--- src/psync_pkg.sv ---
// shared constants for the programmable synchronous memory interface
package psync_pkg;
    // secondary control word layout, one word per chip-enable space
    localparam int  CFG_W        = 7;
    localparam int  RL_LSB       = 0;     // read latency, 2 bits
    localparam int  WL_LSB       = 2;     // write latency, 2 bits
    localparam int  LAT_W        = 2;
    localparam int  SEL_EXT_BIT  = 4;     // select extend
    localparam int  RD_MODE_BIT  = 5;     // read enable mode
    localparam int  CLKSEL_BIT   = 6;     // 0: clock out one, 1: clock out two
    localparam logic [CFG_W-1:0] CFG_RESET = 7'h00;
    localparam int  NUM_LINK_CLK = 2;
    typedef enum logic [1:0] {ST_IDLE, ST_BUSY, ST_DESEL} seq_state_t;
endpackage

--- src/link_tick_if.sv ---
// carries the output-clock selection and its edge tick between modules
`timescale 1ns/1ps
interface link_tick_if;
    logic sel;   // selected output clock
    logic tick;  // one-cycle pulse per rising edge of the selected clock
    modport seq (output sel, input tick);
    modport trk (input sel, output tick);
endinterface

--- src/link_clock_tracker.sv ---
// synchronises both external output clocks and flags rising edges of the chosen one
`timescale 1ns/1ps
module link_clock_tracker
    import psync_pkg::*;
(
    input  wire logic                    core_clk,    // core clock
    input  wire logic                    sys_rst,     // synchronous reset
    input  wire logic [NUM_LINK_CLK-1:0] link_clk,    // both output clocks
    link_tick_if.trk                     tk           // selection and tick
);
    logic [NUM_LINK_CLK-1:0] s1_q, s2_q, s1_d, s2_d;
    logic                    prev_q, prev_d, tick_q, tick_d;

    // two-flop synchroniser per clock; first stage feeds only the second
    for (genvar i = 0; i < NUM_LINK_CLK; i++) begin : g_sync
        always_comb begin
            s1_d[i] = link_clk[i];
            s2_d[i] = s1_q[i];
        end
    end

    // edge detect on the selected, synchronised clock
    always_comb begin
        prev_d = s2_q[tk.sel];
        tick_d = s2_q[tk.sel] & ~prev_q;
    end

    always_ff @(posedge core_clk) begin
        if (sys_rst) begin
            s1_q   <= '0;
            s2_q   <= '0;
            prev_q <= 1'b0;
            tick_q <= 1'b0;
        end else begin
            s1_q   <= s1_d;
            s2_q   <= s2_d;
            prev_q <= prev_d;
            tick_q <= tick_d;
        end
    end

    assign tk.tick = tick_q;
endmodule

--- src/prog_sync_memory_interface.sv ---
// sequencer for synchronous burst sram and synchronous fifo accesses
`timescale 1ns/1ps
module prog_sync_memory_interface
    import psync_pkg::*;
#(
    parameter int NUM_SPACES = 4,
    parameter int ADDR_W     = 20,
    parameter int DATA_W     = 32,
    parameter int SPACE_W    = 2
) (
    input  wire logic                    core_clk,               // core clock
    input  wire logic                    sys_rst,                // synchronous reset
    input  wire logic [NUM_LINK_CLK-1:0] ext_clock_out,          // [0] one, [1] two
    input  wire logic                    cfg_wr,                 // write secondary control
    input  wire logic [SPACE_W-1:0]      cfg_space,              // space written
    input  wire logic [CFG_W-1:0]        cfg_data,               // secondary control word
    input  wire logic                    req_valid,              // access request
    output logic                         req_ready,              // request may be taken
    input  wire logic                    req_write,              // 1 write, 0 read
    input  wire logic [SPACE_W-1:0]      req_space,              // chip-enable space
    input  wire logic [ADDR_W-1:0]       req_addr,               // word address
    input  wire logic [DATA_W-1:0]       req_wdata,              // write data
    input  wire logic [DATA_W/8-1:0]     req_be,                 // byte enables, high true
    output logic                         rd_valid,               // read data pulse
    output logic [DATA_W-1:0]            rd_data,                // read data
    output logic                         busy,                   // access in progress
    input  wire logic [2:0]              alt_strobe_n,           // async/dram strobe values
    output logic [NUM_SPACES-1:0]        space_chip_select_n,    // chip selects
    output logic                         sync_address_strobe_n,  // also fifo_read_enable
    output logic                         sync_output_enable_n,   // output enable strobe
    output logic                         sync_write_enable_n,    // write enable strobe
    output logic [ADDR_W-1:0]            mem_addr,               // address pins
    output logic [DATA_W/8-1:0]          mem_be_n,               // byte enable pins
    input  wire logic [DATA_W-1:0]       mem_data_in,            // data pins in
    output logic [DATA_W-1:0]            mem_data_out,           // data pins out
    output logic                         mem_data_oe_n           // low while driving data
);
    import psync_pkg::*;

    link_tick_if tk ();
    link_clock_tracker u_trk (
        .core_clk (core_clk),
        .sys_rst  (sys_rst),
        .link_clk (ext_clock_out),
        .tk       (tk)
    );

    logic [CFG_W-1:0]      sec_q [NUM_SPACES];
    logic [CFG_W-1:0]      sec_d [NUM_SPACES];
    seq_state_t            st_q, st_d;
    logic [LAT_W-1:0]      ph_q, ph_d;
    logic [CFG_W-1:0]      act_q, act_d;
    logic                  act_wr_q, act_wr_d;
    logic [SPACE_W-1:0]    act_sp_q, act_sp_d;
    logic                  pend_q, pend_d, pwr_q, pwr_d;
    logic [SPACE_W-1:0]    psp_q, psp_d;
    logic [ADDR_W-1:0]     padr_q, padr_d;
    logic [DATA_W-1:0]     pdat_q, pdat_d;
    logic [DATA_W/8-1:0]   pbe_q, pbe_d;
    logic [DATA_W-1:0]     din1_q, din2_q, rdat_q, rdat_d, dout_q, dout_d;
    logic                  rdv_q, rdv_d, rdy_q, rdy_d, busy_q, busy_d;
    logic [NUM_SPACES-1:0] cs_q, cs_d;
    logic                  ads_q, ads_d, oe_q, oe_d, we_q, we_d, doe_q, doe_d;
    logic [ADDR_W-1:0]     adr_q, adr_d;
    logic [DATA_W/8-1:0]   be_q, be_d;
    logic                  start, last, s_oe, s_act;

    // clock choice follows the space being worked on, or the one waiting
    assign tk.sel = pend_q && st_q == ST_IDLE ? sec_q[psp_q][CLKSEL_BIT]
                                              : act_q[CLKSEL_BIT];

    // per-space secondary control words
    always_comb begin
        sec_d = sec_q;
        if (cfg_wr) begin
            sec_d[cfg_space] = cfg_data;
        end
    end

    // sequencer: state only advances on an edge of the selected clock
    always_comb begin
        st_d     = st_q;
        ph_d     = ph_q;
        act_d    = act_q;
        act_wr_d = act_wr_q;
        act_sp_d = act_sp_q;
        pend_d   = pend_q;
        pwr_d    = pwr_q;
        psp_d    = psp_q;
        padr_d   = padr_q;
        pdat_d   = pdat_q;
        pbe_d    = pbe_q;
        rdat_d   = rdat_q;
        rdv_d    = 1'b0;
        adr_d    = adr_q;
        be_d     = be_q;
        dout_d   = dout_q;
        start    = 1'b0;
        last     = 1'b0;
        if (tk.tick) begin
            unique case (st_q)
                ST_IDLE: start = pend_q;
                ST_BUSY: begin
                    last = act_wr_q ? ph_q == act_q[WL_LSB +: LAT_W]
                                    : ph_q == act_q[RL_LSB +: LAT_W];
                    if (!act_wr_q && last) begin
                        rdat_d = din2_q;
                        rdv_d  = 1'b1;
                    end
                    if (!last) begin
                        ph_d = ph_q + 2'd1;
                    end else if (act_q[RD_MODE_BIT]) begin
                        st_d  = ST_IDLE;
                        start = pend_q;
                    end else begin
                        st_d = ST_DESEL;
                    end
                end
                ST_DESEL: begin
                    st_d  = ST_IDLE;
                    start = pend_q;
                end
            endcase
        end
        if (start) begin
            st_d     = ST_BUSY;
            ph_d     = '0;
            act_d    = sec_q[psp_q];
            act_wr_d = pwr_q;
            act_sp_d = psp_q;
            adr_d    = padr_q;
            be_d     = ~pbe_q;
            dout_d   = pdat_q;
            pend_d   = 1'b0;
        end
        // single waiting slot; it frees in the cycle its command starts
        if (req_valid && rdy_q) begin
            pend_d = 1'b1;
            pwr_d  = req_write;
            psp_d  = req_space;
            padr_d = req_addr;
            pdat_d = req_wdata;
            pbe_d  = req_be;
        end
        rdy_d  = ~pend_d;
        busy_d = st_d != ST_IDLE || pend_d;
    end

    // pin values are derived from the next state so each pin is a flop
    always_comb begin
        s_act = st_d != ST_IDLE;
        s_oe  = st_d == ST_BUSY && !act_wr_d;
        cs_d  = '1;
        if (st_d == ST_BUSY && (ph_d == '0 || (act_d[SEL_EXT_BIT] && s_oe))) begin
            cs_d[act_sp_d] = 1'b0;
        end
        // outside synchronous accesses the shared pins keep their other roles
        ads_d = s_act ? !(st_d == ST_BUSY && ph_d == '0) : alt_strobe_n[0];
        oe_d  = s_act ? !s_oe : alt_strobe_n[1];
        we_d  = s_act ? !(st_d == ST_BUSY && act_wr_d && ph_d == '0)
                      : alt_strobe_n[2];
        doe_d = !(st_d == ST_BUSY && act_wr_d
                  && ph_d == act_d[WL_LSB +: LAT_W]);
    end

    always_ff @(posedge core_clk) begin
        if (sys_rst) begin
            for (int i = 0; i < NUM_SPACES; i++) begin
                sec_q[i] <= CFG_RESET;
            end
            st_q   <= ST_IDLE;
            ph_q   <= '0;
            act_q  <= CFG_RESET;
            act_wr_q <= 1'b0;
            act_sp_q <= '0;
            pend_q <= 1'b0;
            pwr_q  <= 1'b0;
            psp_q  <= '0;
            padr_q <= '0;
            pdat_q <= '0;
            pbe_q  <= '0;
            din1_q <= '0;
            din2_q <= '0;
            rdat_q <= '0;
            rdv_q  <= 1'b0;
            rdy_q  <= 1'b0;
            busy_q <= 1'b0;
            cs_q   <= '1;
            ads_q  <= 1'b1;
            oe_q   <= 1'b1;
            we_q   <= 1'b1;
            doe_q  <= 1'b1;
            adr_q  <= '0;
            be_q   <= '1;
            dout_q <= '0;
        end else begin
            sec_q  <= sec_d;
            st_q   <= st_d;
            ph_q   <= ph_d;
            act_q  <= act_d;
            act_wr_q <= act_wr_d;
            act_sp_q <= act_sp_d;
            pend_q <= pend_d;
            pwr_q  <= pwr_d;
            psp_q  <= psp_d;
            padr_q <= padr_d;
            pdat_q <= pdat_d;
            pbe_q  <= pbe_d;
            din1_q <= mem_data_in;  // data pins cross in through two flops
            din2_q <= din1_q;
            rdat_q <= rdat_d;
            rdv_q  <= rdv_d;
            rdy_q  <= rdy_d;
            busy_q <= busy_d;
            cs_q   <= cs_d;
            ads_q  <= ads_d;
            oe_q   <= oe_d;
            we_q   <= we_d;
            doe_q  <= doe_d;
            adr_q  <= adr_d;
            be_q   <= be_d;
            dout_q <= dout_d;
        end
    end

    assign req_ready             = rdy_q;
    assign rd_valid              = rdv_q;
    assign rd_data               = rdat_q;
    assign busy                  = busy_q;
    assign space_chip_select_n   = cs_q;
    assign sync_address_strobe_n = ads_q;
    assign sync_output_enable_n  = oe_q;
    assign sync_write_enable_n   = we_q;
    assign mem_addr              = adr_q;
    assign mem_be_n              = be_q;
    assign mem_data_out          = dout_q;
    assign mem_data_oe_n         = doe_q;
endmodule

--- config.mk ---
export PLATFORM = sky130hd
export DESIGN_NAME = prog_sync_memory_interface
export DESIGN_NICKNAME = d
export VERILOG_FILES = /design/src/psync_pkg.sv /design/src/link_tick_if.sv /design/src/link_clock_tracker.sv /design/src/prog_sync_memory_interface.sv
export SDC_FILE = /design/constraint.sdc
export NUM_CORES = 1
export LEC_CHECK = 0
export ABC_AREA = 0
export BUFFER_PORTS_ARGS = -buffer_cell sky130_fd_sc_hd__clkbuf_2
export CAP_MARGIN = 40
export CORE_MARGIN = 2
export CORE_UTILIZATION = 53
export DETAILED_ROUTE_END_ITERATION = 8
export GPL_TIMING_DRIVEN = 1
export PLACE_DENSITY = 0.76
export SLEW_MARGIN = 20
export SYNTH_ARGS = -nofsm -noshare
export SYNTH_HDL_FRONTEND = slang
export SYNTH_SLANG_ARGS = --single-unit
--- constraint.sdc ---
create_clock -name core_clk -period 3.05 [get_ports core_clk]
set_clock_uncertainty 0.1 [all_clocks]
set_input_delay 0.1525 -clock core_clk [delete_from_list [all_inputs] [get_ports core_clk]]
set_output_delay 0.1525 -clock core_clk [all_outputs]
set_load 0.03 [all_outputs]
==> impl_results.md <==
- CP Buf/Inv Count: 2
- Critical path endpoint category: flip-flop
- Port bufs: 207
- Initial Util: 0.5378
- GRT busiest layer: met2
- Die Span Y: 136.0 um
- Setup bufs post-CTS: 0
- Sequential fraction of the synthesis area: 0.5873
- Sequential share of power: 0.490
- Routed Antenna Nets: 0
- Area grow syn2layout: 34.85%
- H-tree Lvls: 1
- Total GRT Usage: 0.2361
- Placement Setup Slack: 0.3025 ns
- IO Count: 208
- Worst VDD drop: 0.4699 mV
- Skew-Pair Late Insertion Delay: 0.53 ns
- Post_cts resized: 0
- Vias in the first global route: 7471
- P_sw: 0.001596 W
- Worst Path Required: 3.39 ns
- Hold_ws: 0.07632 ns
- Clock transition at the registers of the reported paths: 0.07 ns
- Vias: 7873
- Top FF cell, synth: dfxtp_1
- Most frequent cells in the layout: nand2_1, dfxtp_1, clkbuf_2
- Slew of the pin with the lowest slew margin: 0.5893 ns
- Leak Pwr: 5.193 nW
- Post-synth EDFFs: 0
- Fin. max-slew vios: 0
- Total grt overflow: 0
- Post-Syn Area: 9238 um2
- Asr flop ratio synth: 0
- Layout cells sized above 1: 0.2147
- Initial antenna violation count: 0
- Warnings, synthesis: 0
- Tcrit/Tclk final: 0.9109
- Crit path DAT: 3.12 ns
- Met3 Use GR: 0.04064
- Cts bufs inserted: 27
- Clk sink count: 271
- Syn nets: 1143
- Rows: 48
- Switching Fraction: 0.2126
- Most common cell after layout, fill and taps aside: nand2_1
- Status: completed
- Gp weighted congestion: 0.8097
- Final setup viols: 0
- Largest net degree at the start of global routing: 138
- Top delay family on crit path: buffers and inverters
- First-pass GRT wire length: 35640 um
- Die Span X: 136.0 um
- Max-Cap Viols: 0
- Syn Inst Count: 1031
- Number of remaining DRC errors: 0
- CP Class: flip-flop to flip-flop
- Crit path max fanout: 31
- Fillers: 1229
- Tmin final: 2.778 ns
- CP Cell Sequence: mux2i_2 > xnor2_1 > o31a_2 > buf_4 > buf_4 > nand2_1 > a21oi_1
- Max incr delay on CP: 0.58 ns
- Via density: 5.040
- Crit path top cell by count: buf_4
- Syn Area/Cell: 8.960 um2
- Clk pwr share: 0.448
- Antenna Diode Count: 0
- RSZ-0062 raised after global routing: false
- Distinct cells, synth: 45
- Final hold vios: 0
- Synth Register Bits: 271
- Root Buffer: clkbuf_16
- F_max: 360.0 MHz
- Fin nets: 1430
- Die Area: 18500 um2
- Fin util: 0.7252
- Gate power share: 0.061
- Grt met1 use: 0.2914
- Post-route setup TNS: 0 ns
- Drt wl/cell: 14.69 um
- FF-to-FF setup slack: 0.27 ns
- PwrDens: 602.8 nW/um2
- Setup ws final: 0.2719 ns
- DPL Wire Length: 13300 um
- CTS tree: yes
- Design internal power: 0.005913 W
- Clock Path Buffers: 3
- Slowest cell on the critical path: dfxtp_1
- Slew HR: 0.6066
- Worst min path class: input pin to flip-flop
- GR Util met2: 0.4185
- Detailed Routing Iterations Pass 1: 5
- Final WL: 22950 um
- Setup crit start kind: flip-flop
- Iteration-0 DRC Markers: 447
- Core ar.: 17180 um2
- Design Power: 0.007509 W
-- worst register-to-register path: cells and delay by family (launching register included) --
| family | cells | cell delay [ns] |
|---|---|---|
| buffers and inverters | 2 | 0.68 |
| DFF | 1 | 0.58 |
| AOI/OAI and AO/OA | 2 | 0.49 |
| muxes | 1 | 0.42 |
| xor gates and xnor gates | 1 | 0.28 |
| and+or+nand+nor | 1 | 0.13 |
-- layer usage --
layer | routed length (um) | part of all wire | vias up
met5 | 0 | 0 | -
met4 | 630 | 0.027 | 0
met3 | 1533 | 0.067 | 59
met2 | 11180 | 0.49 | 268
met1 | 9601 | 0.42 | 3630
li1 | - | - | 3916
-- per-stage QoR --
stage,cell area [um2],std cells
3_3_place_gp,10450,1408
2_1_floorplan,9238,1031
4_1_cts,12420,1560
6_report,12460,1562
5_1_grt,12460,1562
3_5_place_dp,10480,1409
-- Yosys cell counts (2+ instances only) --
library cell | n | share of area
a21oi_1 | 157 | 0.085
a22oi_1 | 4 | 0.0033
and2_1 | 3 | 0.0020
buf_1 | 11 | 0.0045
buf_2 | 3 | 0.0016
clkbuf_1 | 55 | 0.022
dfxtp_1 | 271 | 0.59
ha_1 | 3 | 0.0041
inv_1 | 5 | 0.0020
mux2i_1 | 33 | 0.036
mux4_2 | 7 | 0.017
nand2_1 | 315 | 0.13
nand2b_1 | 2 | 0.0014
nand3_1 | 4 | 0.0022
nand3b_1 | 2 | 0.0016
nor2_1 | 44 | 0.018
nor2b_1 | 69 | 0.047
nor3_1 | 6 | 0.0033
o211ai_1 | 5 | 0.0041
o21a_1 | 2 | 0.0016
o21ai_0 | 2 | 0.0011
or3_1 | 3 | 0.0020
xnor2_1 | 3 | 0.0028
-- state kept, by name, summed over array words and instances, names as in the netlist, 2 cells and up --
name and cells:
sec_q 28, psp_q 2, act_q 7, st_q 2
u_trk.s2_q 2, act_sp_q 2, u_trk.s1_q 2, din1_q 32
rd_data 32, space_chip_select_n 4, pbe_q 4, ph_q 2
pdat_q 32, din2_q 32, mem_addr 20, mem_be_n 4
mem_data_out 32, padr_q 20
-- path summary, 6_finish.rpt --
check | cells past startpoint | startpoint | end
max | 7 | act_wr_q | mem_addr[13]
min | 4 | req_valid | pdat_q[16]
min reg2reg | 1 | u_trk.prev_q | u_trk.tk.tick
max reg2reg | 7 | act_wr_q | mem_addr[13]
-- area by class of cell --
type	count	area [um2]	area share
Clock buffer	37	783.3	0.06288
Inverter	5	18.77	0.001507
Timing Repair Buffer	328	2278	0.1829
Clock inverter	11	130.1	0.01045
Multi-Input combinational cell	685	3540	0.2842
Sequential cell	271	5425	0.4355
Tap cell	225	281.5	0.02260
-- cell families after synthesis --
logic type      share of synthesized area
compound gates                     0.1046
xor+xnor                         0.002845
fa+ha+maj                        0.004064
buf+inv                           0.03169
flops                              0.5873
mux                               0.05797
simple gates                       0.2116
-- repair_timing --
action                                  CTS  global route
hold buffers                            103             1
endpoints found under the setup margin    0             0
hold endpoints to repair                124            40
-- power by group through the flow --
stage	Combinational (W)	Clock, W	Sequential (W)
after floorplan	0.000197	0	0.00376
after global placement	0.000330	0	0.00376
after detailed placement	0.000339	0	0.00376
after CTS	0.000446	0.00341	0.00368
after global routing	0.000499	0.00356	0.00369
final	0.000459	0.00337	0.00368
Power figures use the tool's default switching activity.
